$ cat config.mk
export PLATFORM = sky130hd
export DESIGN_NAME = gpio_ports
export DESIGN_NICKNAME = d
export VERILOG_FILES = /design/src/design/gpio_ports_pkg.sv /design/src/design/gpio_ports.sv
export VERILOG_INCLUDE_DIRS = /design/src /design/src/design
export SDC_FILE = /design/constraint.sdc
export NUM_CORES = 1
export LEC_CHECK = 0
export ABC_AREA = 1
export BUFFER_PORTS_ARGS = -buffer_cell sky130_fd_sc_hd__buf_2
export CAP_MARGIN = 20
export CORE_AREA = 2 2 511 513
export CTS_CLUSTER_SIZE = 12
export DETAILED_ROUTE_END_ITERATION = 7
export DIE_AREA = 0 0 513 515
export MAX_ROUTING_LAYER = met4
export PLACE_DENSITY_LB_ADDON = 0.12
export SLEW_MARGIN = 20
export SYNTH_ARGS = -nofsm -noshare
export SYNTH_HDL_FRONTEND = slang
export SYNTH_SLANG_ARGS = --single-unit
$ cat constraint.sdc
create_clock -name I_MCLK -period 0.9 [get_ports I_MCLK]
set_input_delay 0.09 -clock I_MCLK [delete_from_list [all_inputs] [get_ports I_MCLK]]
set_output_delay 0.09 -clock I_MCLK [all_outputs]
set_load 0.02 [all_outputs]
$ cat src/design/gpio_ports_regs.svh
// constants for the six general-purpose parallel ports
// assumes inclusion by the package and the port module only
`ifndef GPIO_PORTS_REGS_SVH
`define GPIO_PORTS_REGS_SVH

`define PORT0_WIDTH     32
`define PORT1_WIDTH     32
`define PORT2_WIDTH     28
`define PORT3_WIDTH     16
`define PORT4_WIDTH     25
`define PORT5_WIDTH     20
`define PORT_MAX_WIDTH  32
`define PORT_COUNT      6
`define SYNC_STAGES     2
`define DIR_RESET_VALUE 32'h0000_0000
`define OUT_RESET_VALUE 32'h0000_0000

`endif

$ cat src/design/gpio_ports_pkg.sv
// types shared by the general-purpose port block
// assumes the constants header sits beside it
`include "gpio_ports_regs.svh"

package gpio_ports_pkg;
    typedef logic [`PORT_MAX_WIDTH-1:0] port_word_t;
    typedef enum logic [0:0] {
        DIR_INPUT  = 1'h0,
        DIR_OUTPUT = 1'h1
    } pin_dir_t;
endpackage

$ cat src/design/gpio_ports.sv
// six general-purpose parallel ports with per-pin direction and level
// assumes software writes arrive as per-port word strobes on I_MCLK,
// and that pads resolve the three pin signals outside this module;
// pins above a port's width read zero and are never driven
// reset is synchronous; every pin is released while it is held
//
// Operation
// - separate direction and output bit per pin
// - pin inputs synchronised before software reads them
// - output direction drives the held output level
// - input direction releases pin to high impedance
// - open-drain by toggling direction only
// - ports zero and one have thirty-two pins
// - port two 28 pins, port three 16
// - port four 25 pins, port five 20
// - all ports share the peripheral bus clock
// - all directions reset to input
// - each pin direction programmable independently
`timescale 1ns/1ps
`include "gpio_ports_regs.svh"

module gpio_ports #(
    parameter int PORTS    = `PORT_COUNT,
    // pins per port; a width above the word size is not supported
    parameter int P0_WIDTH = `PORT0_WIDTH,
    parameter int P1_WIDTH = `PORT1_WIDTH,
    parameter int P2_WIDTH = `PORT2_WIDTH,
    parameter int P3_WIDTH = `PORT3_WIDTH,
    parameter int P4_WIDTH = `PORT4_WIDTH,
    parameter int P5_WIDTH = `PORT5_WIDTH
) (
    // clock and reset
    input  wire logic                     I_MCLK,
    input  wire logic                     I_RST_N,
    // software write of direction words, one strobe per port
    input  wire logic [PORTS-1:0]         I_DIR_WE,
    input  wire gpio_ports_pkg::port_word_t I_DIR_WDATA,
    // bit mask limits a direction write to chosen pins
    input  wire gpio_ports_pkg::port_word_t I_DIR_WMASK,
    // software write of output level words
    input  wire logic [PORTS-1:0]         I_OUT_WE,
    input  wire gpio_ports_pkg::port_word_t I_OUT_WDATA,
    input  wire gpio_ports_pkg::port_word_t I_OUT_WMASK,
    // pad inputs, one word per port
    input  wire gpio_ports_pkg::port_word_t I_PIN_IN [PORTS],
    // pad outputs and enables (enable low while driving)
    output logic [`PORT_MAX_WIDTH-1:0]    O_PIN_OUT   [PORTS],
    output logic [`PORT_MAX_WIDTH-1:0]    O_PIN_OE_N  [PORTS],
    // readback of registers and synchronised inputs
    output logic [`PORT_MAX_WIDTH-1:0]    O_DIR_RDATA [PORTS],
    output logic [`PORT_MAX_WIDTH-1:0]    O_OUT_RDATA [PORTS],
    output logic [`PORT_MAX_WIDTH-1:0]    O_IN_RDATA  [PORTS]
);
    import gpio_ports_pkg::*;

    // direction and level writes may strobe in the same cycle; both
    // land on one edge, so an open-drain user never sees a pin that
    // drives a stale level for a cycle
    
    // number of pins that exist on each port; an index past the last
    // port falls back to the first port's width
    function automatic int width_of(input int idx);
        int w;
        if (idx == 1) begin
            w = P1_WIDTH;
        end else if (idx == 2) begin
            w = P2_WIDTH;
        end else if (idx == 3) begin
            w = P3_WIDTH;
        end else if (idx == 4) begin
            w = P4_WIDTH;
        end else if (idx == 5) begin
            w = P5_WIDTH;
        end else begin
            w = P0_WIDTH;
        end
        width_of = w;
    endfunction

    // one bit per existing pin; missing pins stay zero and undriven,
    // whatever software writes into them
    function automatic port_word_t width_mask(input int idx);
        int w;
        w = width_of(idx);
        width_mask = (w >= `PORT_MAX_WIDTH) ? '1
                   : port_word_t'((33'h1 << w) - 33'h1);
    endfunction

    genvar p;
    genvar b;

    // each port is its own slice; ports share nothing but the bus
    // clock, the reset and the write buses, so one port's write never moves another
    generate
        for (p = 0; p < PORTS; p++) begin : g_port
            localparam port_word_t PMASK = width_mask(p);
            port_word_t dir_reg;
            port_word_t dir_next;
            port_word_t out_reg;
            port_word_t out_next;
            port_word_t sync1_reg;
            // decoded pad controls, one driver per pin
            wire port_word_t drive_next;
            wire port_word_t level_next;

            // masked merge leaves the other pins of the port untouched
            always_comb begin
                if (I_DIR_WE[p]) begin
                    dir_next = ((dir_reg & ~I_DIR_WMASK)
                             | (I_DIR_WDATA & I_DIR_WMASK)) & PMASK;
                end else begin
                    dir_next = dir_reg;
                end
            end

            // open-drain use parks a value here and only flips direction
            always_comb begin
                if (I_OUT_WE[p]) begin
                    out_next = ((out_reg & ~I_OUT_WMASK)
                             | (I_OUT_WDATA & I_OUT_WMASK)) & PMASK;
                end else begin
                    out_next = out_reg;
                end
            end

            // per-pin decode of the next direction word; a missing pin
            // decodes as input whatever the word holds
            for (b = 0; b < `PORT_MAX_WIDTH; b++) begin : g_pin
                pin_dir_t pin_dir;
                assign pin_dir = PMASK[b] ? pin_dir_t'(dir_next[b])
                                          : DIR_INPUT;
                assign drive_next[b] = (pin_dir == DIR_OUTPUT);
                assign level_next[b] = out_next[b] & PMASK[b];
            end

            // all ports run on the shared bus clock, so no crossing is needed
            // between them; every register of the port is clocked by I_MCLK
            always_ff @(posedge I_MCLK) begin
                if (!I_RST_N) begin
                    dir_reg <= port_word_t'(`DIR_RESET_VALUE);
                end else begin
                    dir_reg <= dir_next;
                end
            end

            // the level survives direction changes untouched
            always_ff @(posedge I_MCLK) begin
                if (!I_RST_N) begin
                    out_reg <= port_word_t'(`OUT_RESET_VALUE);
                end else begin
                    out_reg <= out_next;
                end
            end

            // first synchroniser stage; nothing else may read it
            always_ff @(posedge I_MCLK) begin
                if (!I_RST_N) begin
                    sync1_reg <= '0;
                end else begin
                    sync1_reg <= I_PIN_IN[p] & PMASK;
                end
            end

            // the readback flop is the second stage, so a pin change
            // shows to software one edge after the first stage samples it
            always_ff @(posedge I_MCLK) begin
                if (!I_RST_N) begin
                    O_IN_RDATA[p] <= '0;
                end else begin
                    O_IN_RDATA[p] <= sync1_reg;
                end
            end

            // pads follow the next values, so a pin moves on the same
            // edge as its register and no extra cycle of lag appears
            always_ff @(posedge I_MCLK) begin
                if (!I_RST_N) begin
                    O_PIN_OUT[p] <= '0;
                end else begin
                    O_PIN_OUT[p] <= level_next;
                end
            end

            // direction alone switches a pin between driven and
            // released; reset releases every pin to avoid bus fights
            always_ff @(posedge I_MCLK) begin
                if (!I_RST_N) begin
                    O_PIN_OE_N[p] <= '1;
                end else begin
                    O_PIN_OE_N[p] <= ~drive_next;
                end
            end

            // readbacks mirror the registers as they stand after the edge
            always_ff @(posedge I_MCLK) begin
                if (!I_RST_N) begin
                    O_DIR_RDATA[p] <= '0;
                end else begin
                    O_DIR_RDATA[p] <= dir_next;
                end
            end

            always_ff @(posedge I_MCLK) begin
                if (!I_RST_N) begin
                    O_OUT_RDATA[p] <= '0;
                end else begin
                    O_OUT_RDATA[p] <= out_next;
                end
            end
        end
    endgenerate

endmodule

==> results.md, run 1 <==
* Synth Area per Inst at around 7.4 sq um
* Internal power at about 71 mW
* RePlAce Congestion at 0.949
* Top cells by area, synth: dfxtp_1, nand2_1, buf_4
* Die outline area at ~260,000 sq um
* GRT Resource Usage Total at approximately 13%
* Wirelength per Cell at 18.8 microns
* Vias in the first global route at about 28k
* Total routed wirelength at about 170 mm
* Clock power frac at 43.7%
* Via count at 29.1k
* DRC at 0
* Final Hold Fails at 1
* Hold Path Origin: I_OUT_WE[0]
* Core outline area at 259,000 sq um
* Clk_skew at 64.2 ps
* Crit path DAT at approximately 1400 ps
* CTS tree: built
* First-pass GRT wire length at 229 mm
* Count of cell types in the netlist at 12
* CP Capture Type: output port
* Post-Synthesis Cells at a little over 4k
* Fmax at about 0.67 GHz
* Startpoint types: flop
* Psw at 30.7 mW
* Failing checks: hold timing, setup timing
* Slew @ Worst Pin at about 620 ps
* Number of CTS-inserted buffers at about 110
* CTS Sinks at around 770
* PwrDens at between 1500 and 2000 nW/um^2
* Worst-skew pair later-pin latency at around 770 ps
* Critical path data required time at 810 ps
* Starting Density at between 10% and 20%
* VDD IR-drop max at around 1400 uV
* Max-Cap Viols at 0
* Max-slew violation count at 0
* Status: complete, but fails checks
* Initial antenna violation count at 21
* Longest Clk Path Bufs at 3
* Largest net degree at the start of global routing at 54
* DPL Wire Length at approximately 130 mm
* Antenna-violating nets left at 0
* Yosys reg bits at between 700 and 800
* Setup-failing EPs final at between 900 and 1k
* Final Util at between 20% and 30%
* Hold crit path type: input pin to flop
* Synth Cell Area at ~30,000 sq um
* Via density at between 3 and 4
* Switch share at between 30% and 40%
* Final net count at between 5k and 6k
* Overflow after GRT at 0
* CTS Root Cell: clkbuf_16
* Die span in x at a little over 500 microns
* Setup_tns at -351,130 ps
* Setup WS post-layout at -601 ps
* Area growth syn-to-layout at 82.4%
* Yosys top cell area share at between 50% and 60%
* Leak pwr at 27.1 nW
* Hold_ws at -0.538 ps
* Seq pwr share at 37.4%
* Reg clk slew, reported paths at ~60 ps
* Die H at between 500 and 600 microns
* CTS H-tree depth at 3
* WS Path Type: flop to output port
* Detailed-router iteration count before antenna repair at 7
* Number of I/O pins at between 1k and 1.5k
* Buffers on Ports at 1,059
* Final min period at roughly 1500 ps
* RSZ-0062 raised after global routing: true
* Synth area leader: dfxtp_1
* Period utilization at 167%
* Sequential element share of the synthesized area at between 50% and 60%
* CP max FO at 3
* Gate power share at between 10% and 20%
* Row count at ~190
* Ys Warns at 0
* Fillers at between 20k and 30k
* Drt initial violations at approximately 1.3k
* Worst-case headroom to the max-slew limit at about three fifths
* Share of cells above drive strength 1 at 36.1%
==> timing repair <==
| action | CTS | global route |
|---|---|---|
| gates resized for setup | 2376 | 136 |
| cloned | 0 | 2 |
| endpoints found under the hold margin | 761 | 200 |
| pin swaps | 0 | 4 |
| buffers inserted | 40 | 25 |
| hold buffers | 511 | 34 |
| endpoints found under the setup margin | 766 | 1010 |
==> critical path, cell delays in order, from the launching register on <==
cell	delay [ps]
dfxtp_4	370
buf_12	140
buf_12	130
==> Yosys cell counts <==
cell type / number
nand2_1: 1224
dfxtp_1: 765
inv_1: 644
nor2_1: 612
buf_4: 402
nand3_1: 306
buf_2: 66
buf_6: 35
buf_1: 2
conb_1: 2
clkbuf_1: 1
clkbuf_2: 1
==> final timing paths <==
| path | to | slack, ps | cells after the start |
|---|---|---|---|
| worst max-delay path | O_PIN_OUT[9] | -600 | 2 |
| worst min-delay path | flop | -0.5 | 6 |
| worst max register to register | flop | 10 | 5 |
| worst min register to register | O_IN_RDATA[120] | 380 | 2 |
==> power groups by stage <==
stage,logic [mW],clock network (mW),registers (mW)
finish,19.0,44.3,37.9
global route,20.6,47.7,38.1
CTS,19.1,46.7,38.0
detailed placement,14.3,0,38.0
global placement,14.3,0,38.0
floorplan,6.62,0,39.5
==> cell families after synthesis <==
group,after synthesis,synth area share (%)
and+or+nand+nor,2142,28.2
buffers and inverters,1151,20.6
DFF,765,51.2
other,2,0.0251
==> per-layer routing <==
layer,GRT usage (%),vias to the layer above,wire (microns)
li1,-,14600,-
met1,14.9,13400,73600
met2,20.9,906,81200
met3,4.18,186,13100
met4,3.63,0,4310
met5,-,-,0
==> per-stage QoR <==
step                worst slack [ps]  power, mW  instances  instance area, sq um  hold WS [ps]
global route                    -681        106       9149                 54600          2.91
global placement                -277       52.3       8370                 38500           272
floorplan                        154       46.1       4253                 30600           183
finish                          -601        101       9152                 54600        -0.538
CTS                             -732        104       9107                 53800         -80.0
detailed placement              -283       52.3       8370                 38500           275
==> final cells by class <==
cell class              count  area [sq um]  share of cell area (%)
repair buffers           1804         18500                    33.9
flip-flops and latches    765         16500                    30.3
multi-input cells        2337          9200                    16.9
well taps                3402          4260                    7.80
clock buffers             150          2960                    5.42
inverters                 644          2420                    4.43
clock inverters            44           671                    1.23
diodes                      6          15.0                  0.0275
==> placed cells by master, fill, tap and decap left out, drive strengths merged, types with 8 or more instances in the layout <==
cell and instances:
inv 646, nand3 306, nand2 1224, clkinv 24
dfxtp 765, nor2 612, bufinv 10, buf 1281
dlymetal6s4s 13, dlygate4sd3 506, clkbuf 154, clkinvlp 8
conb 195
Note: power is estimated with default switching activity, not from simulation.
==> run 2, diff against run 1 <==
--- a/config.mk
+++ b/config.mk
@@ -15,6 +15,7 @@
 export DIE_AREA = 0 0 513 515
 export MAX_ROUTING_LAYER = met4
 export PLACE_DENSITY_LB_ADDON = 0.12
+export RECOVER_POWER = 100
 export SLEW_MARGIN = 20
 export SYNTH_ARGS = -nofsm -noshare
 export SYNTH_HDL_FRONTEND = slang
==> run 2 against run 1 <==
Via count grew 0.33%. Flip-flop and latch count unchanged. Worst hold slack about the same. Core utilization decreased by 0.11 points. The flow still finishes with violations (hold timing, setup timing). Setup slack worse by 8.8 ps. Critical path depth is 1 lower. Cell count barely moved. Sequential share of layout area hardly changed. Clock power about the same. Wire length about the same.
==> results.md, run 2 (synthesis gave the netlist of run 1 again) <==
* Status: complete, but fails checks
* Failing checks: hold timing, setup timing
* Via count at between 20k and 30k
* Core outline area at 259,000 sq um
* DRC at 0
* RePlAce Congestion at approximately 0.95
* Reg2reg setup slack at ~10 ps
* Switch share at ~30%
* VDD IR-drop max at roughly 1400 uV
* CP Capture Type: output port
* Hold crit path type: input pin to flop
* CTS H-tree depth at 3
* Number of I/O pins at around 1.3k
* Slowest library cell on the worst path: dfxtp_1
* Slew @ Worst Pin at about 630 ps
* PwrDens at about 1900 nW/um^2
* Fmax at approximately 0.66 GHz
* Via density at around 3.2
* Setup-failing EPs final at between 1k and 1.5k
* CP max FO at 3
* Die outline area at around 260,000 sq um
* First-pass GRT wire length at 229 mm
* CTS Sinks at 765
* Detailed-router iteration count before antenna repair at 5
* Die span in x at around 500 microns
* Max-slew violation count at 0
* Longest Clk Path Bufs at 3
* Setup WS post-layout at -610 ps
* Final min period at 1510 ps
* Vias in the first global route at approximately 28k
* Pre-CTS setup slack at -283 ps
* Worst-skew pair later-pin latency at between 700 and 800 ps
* Critical path data required time at 810 ps
* Seq pwr share at between 30% and 40%
* Buffers on Ports at 1,059
* Startpoint types: flop
* Antenna-violating nets left at 0
* Total routed wirelength at roughly 170 mm
* Crit path DAT at 1420 ps
* Period utilization at 168%
* Final net count at about 6.0k
* RSZ-0062 raised after global routing: true
* Critical Path, Cell by Cell: buf_8
* GRT Resource Usage Total at 12.8%
* Initial antenna violation count at 21
* Largest net degree at the start of global routing at between 50 and 60
* Most frequent cells in the layout: nand2_1, buf_6, inv_1
* Gate power share at between 10% and 20%
* Leak pwr at 27.0 nW
* Area growth syn-to-layout at 81.4%
* Worst path bufs/invs at 1
* Die H at roughly 520 microns
* DPL Wire Length at 133 mm
* WS Path Type: flop to output port
* Share of cells above drive strength 1 at between 30% and 40%
* Psw at around 30 mW
* Hold_ws at -0.828 ps
* Starting Density at between 10% and 20%
* Final Hold Fails at 2
* Clk_skew at 62.3 ps
* CTS Root Cell: clkbuf_16
* Internal power at just over 70 mW
* CP delay by family, top: flip-flops
* Clock power frac at between 40% and 50%
* Highest cell delay on the worst timing path at about 450 ps
* Max-Cap Viols at 0
* Number of CTS-inserted buffers at about 110
* Overflow after GRT at 0
* Row count at 187
* Worst-case headroom to the max-slew limit at ~58%
* Drt initial violations at around 1.4k
* Most common cell after layout, fill and taps aside: nand2_1
* Reg clk slew, reported paths at around 60 ps
* CTS tree: built
* Wirelength per Cell at about 19 microns
-- run 2: changes by cell type in the layout (fill, tap and decap cells not counted), sizes merged --
cell	change
buf	-19
clkbuf	+18
clkdlybuf4s15	+1
clkdlybuf4s25	+3
diode	+2
dlymetal6s4s	-3
-- run 2: worst reg2reg max path: stages, from the launching register on --
cell     delay (ps)
dfxtp_2         330
buf_4           120
inv_1            40
nand2_1         150
nand2_1         100
nor2_1           40
-- run 2: metrics by stage --
step / cells / TNS, ps / power [mW] / utilization (%) / area [sq um]
floorplan: 4253 / 0 / 46.1 / - / 30600
global placement: 8370 / -101070 / 52.3 / 14.9 / 38500
detailed placement: 8370 / -102710 / 52.3 / 14.9 / 38500
CTS: 9107 / -444490 / 104 / 20.8 / 53800
global route: 9149 / -479140 / 106 / 21.0 / 54300
finish: 9154 / -381570 / 101 / 21.0 / 54300
-- run 2: layer usage --
metal	global-route usage, %	vias to the layer above	wire length, microns
met2	20.9	918	81300
li1	-	14600	-
met4	3.63	0	4320
met5	-	-	0
met3	4.18	185	13200
met1	14.9	13500	73500
-- run 2: power by group through the flow --
stage / Combinational [mW] / Clock [mW] / Sequential, mW
2_1_floorplan: 6.62 / 0 / 39.5
3_3_place_gp: 14.3 / 0 / 38.0
3_5_place_dp: 14.3 / 0 / 38.0
4_1_cts: 19.1 / 46.7 / 38.0
5_1_grt: 20.5 / 47.8 / 38.1
6_report: 18.9 / 44.3 / 37.9
-- run 2: timing repair --
| action | 4_1_cts | 5_1_grt |
|---|---|---|
| setup endpoints to repair | 766 | 1010 |
| hold buffers | 511 | 34 |
| endpoints found under the hold margin | 761 | 200 |
| pin swaps | 0 | 4 |
| setup buffers | 40 | 25 |
| gates cloned | 0 | 2 |
| gates resized for setup | 2376 | 136 |
-- run 2: final timing paths --
kind	start	to	cells past startpoint
worst min-delay path	I_DIR_WMASK[9]	O_PIN_OE_N[169]	5
worst max-delay path	flop	O_PIN_OUT[56]	1
worst max register to register	flop	flop	5
worst min register to register	g_port[2].sync1_reg[24]	O_IN_RDATA[120]	2
-- run 2: final cells by class --
| class | count | area (sq um) |
|---|---|---|
| Tap cell | 3402 | 4260 |
| Sequential cell | 765 | 16400 |
| Timing Repair Buffer | 1804 | 18300 |
| Clock buffer | 150 | 2960 |
| Clock inverter | 44 | 671 |
| Fill cell | 28700 | 204000 |
| Multi-Input combinational cell | 2337 | 9200 |
| Inverter | 644 | 2420 |
| Antenna cell | 8 | 20.0 |
==> run 3, diff against run 2 <==
--- a/config.mk
+++ b/config.mk
@@ -9,10 +9,11 @@
 export ABC_AREA = 1
 export BUFFER_PORTS_ARGS = -buffer_cell sky130_fd_sc_hd__buf_2
 export CAP_MARGIN = 20
-export CORE_AREA = 2 2 511 513
+export CORE_AREA = 2 2 506 508
+export CTS_BUF_LIST = sky130_fd_sc_hd__clkbuf_4
 export CTS_CLUSTER_SIZE = 12
 export DETAILED_ROUTE_END_ITERATION = 7
-export DIE_AREA = 0 0 513 515
+export DIE_AREA = 0 0 508 510
 export MAX_ROUTING_LAYER = met4
 export PLACE_DENSITY_LB_ADDON = 0.12
 export RECOVER_POWER = 100
==> constraint.sdc (replaced) <==
create_clock -name I_MCLK -period 1.7 [get_ports I_MCLK]
set_input_delay 0.17 -clock I_MCLK [delete_from_list [all_inputs] [get_ports I_MCLK]]
set_output_delay 0.17 -clock I_MCLK [all_outputs]
set_load 0.02 [all_outputs]
==> run 3 against run 2 <==
The run ends with setup timing left. Flip-flop and latch count unchanged. Worst hold slack improved by 130 ps. Combinational power down 44%. Setup slack gained 48 ps. Cell count rose by 6.5%. Clock power is 54% lower.
==> results.md, run 3 (synthesis gave the netlist of run 1 again) <==
* Status: complete, but fails checks
* Failing checks: setup timing
* Row count at between 150 and 200
* Final min period at 2260 ps
* Most common cell after layout, fill and taps aside: nand2_1
* Fmax at ~0.44 GHz
* VDD IR-drop max at roughly 640 uV
* PwrDens at roughly 890 nW/um^2
* Die H at ~510 microns
* Period utilization at 133%
* Number of CTS-inserted buffers at 282
* Final Util at 22.6%
* Wirelength per Cell at approximately 18 microns
* Via density at roughly 3.3
* Reg clk slew, reported paths at around 60 ps
* Critical path data required time at between 2000 and 3000 ps
* DPL Wire Length at ~130 mm
* CTS H-tree depth at 5
* Overflow after GRT at 0
* Wl on met1 at roughly 73 mm
* RePlAce Congestion at about 0.94
* Worst-skew pair later-pin latency at 1320 ps
* CTS Root Cell: clkbuf_4
* Total routed wirelength at between 150 and 200 mm
* CTS tree: built
* Pre-CTS setup slack at approximately 380 ps
* Hold crit path type: input pin to flop
* Area post-placement at around 37,000 sq um
* DRC at 0
* Startpoint types: input pin
* Detailed-router iteration count before antenna repair at 5
* Top sig layer: met4
* Leak pwr at ~29 nW
* Clk_skew at 118 ps
* Core outline area at ~250,000 sq um
* Final instance area at 57,400 sq um
* Slew @ Worst Pin at 1140 ps
* Longest Clk Path Bufs at 4
* CP max FO at 28
* RSZ-0062 raised after global routing: true
* Setup WS post-layout at -561 ps
* Final Hold Fails at 0
* Buffers on Ports at ~1.1k
* Drt initial violations at 1,296
* Total power at around 50 mW
* CP Capture Type: flop
* Worst-case headroom to the max-slew limit at roughly a quarter
* Max-Cap Viols at 0
* DR WL met3 at roughly 15 mm
* Most frequent cells in the layout: nand2_1, dlygate4sd3_1, buf_6
* Vias in the first global route at around 31k
* Die outline area at 259,000 sq um
* Number of I/O pins at ~1.3k
* Largest net degree at the start of global routing at 96
* Via count at 31.9k
* Area growth syn-to-layout at 91.8%
* WS Path Type: input pin to flop
* Starting Density at 11.8%
* GRT Resource Usage Total at 13.2%
* Share of cells above drive strength 1 at ~34%
* Setup_tns at -210,900 ps
* Crit path DAT at ~3400 ps
* First-pass GRT wire length at approximately 230 mm
* Max-slew violation count at 0
* Setup-failing EPs final at approximately 1.1k
* Met2 wire length at between 80 and 90 mm
* Final net count at roughly 6.6k
* Initial antenna violation count at 28
* Antenna-violating nets left at 0
* CTS Sinks at roughly 770
* Die span in x at 508 microns
==> run 3: cell type report <==
class	instances	area [sq um]
sequential	765	16500
clock buffer	386	2900
clock inverter	34	216
inverter	644	2420
timing repair buffer	2194	22000
fill	28100	196000
multi-input combinational	2337	9160
tap	3366	4210
antenna	21	52.6
==> run 3: power breakdown <==
part / internal [mW] / switching (mW)
clock: 10.7 / 9.50
combinational: 4.94 / 5.68
sequential: 19.1 / 0.910
==> run 3: critical path: stages <==
cell           delay, ps
dlygate4sd3_1        530
buf_4                190
dlygate4sd3_1        860
buf_12               270
nand2_1               80
dlygate4sd3_1        580
nor2_1                90
dlygate4sd3_1        550
nor2_1                50
==> run 3: repair_timing <==
action	4_1_cts	5_1_grt
resized for setup	2414	34
hold buffers	978	35
endpoints found under the setup margin	765	787
hold endpoints to repair	765	122
gates cloned	0	5
buffers inserted	37	26
==> run 3: per-layer routing <==
layer,GRT usage (%),vias to the layer above
met5,-,-
met2,21.0,1119
met4,4.91,0
met1,15.0,14600
met3,4.99,296
li1,-,15900
==> run 3: path summary, 6_finish.rpt <==
kind / from / end / slack [ps] / depth (start not counted)
setup / recovery: I_DIR_WE[1] / flop / -560 / 9
hold / removal: I_DIR_WE[0] / flop / 130 / 6
setup reg to reg: flop / flop / 380 / 6
hold reg to reg: g_port[1].sync1_reg[10] / O_IN_RDATA[138] / 350 / 2
==> run 3: metrics by stage <==
step                      hold WS [ps]  std cells
after CTS                         3.40       9674
final                              127       9747
after global placement             353       8239
after floorplan                    263       4253
after global routing             -38.0       9743
after detailed placement           355       8239
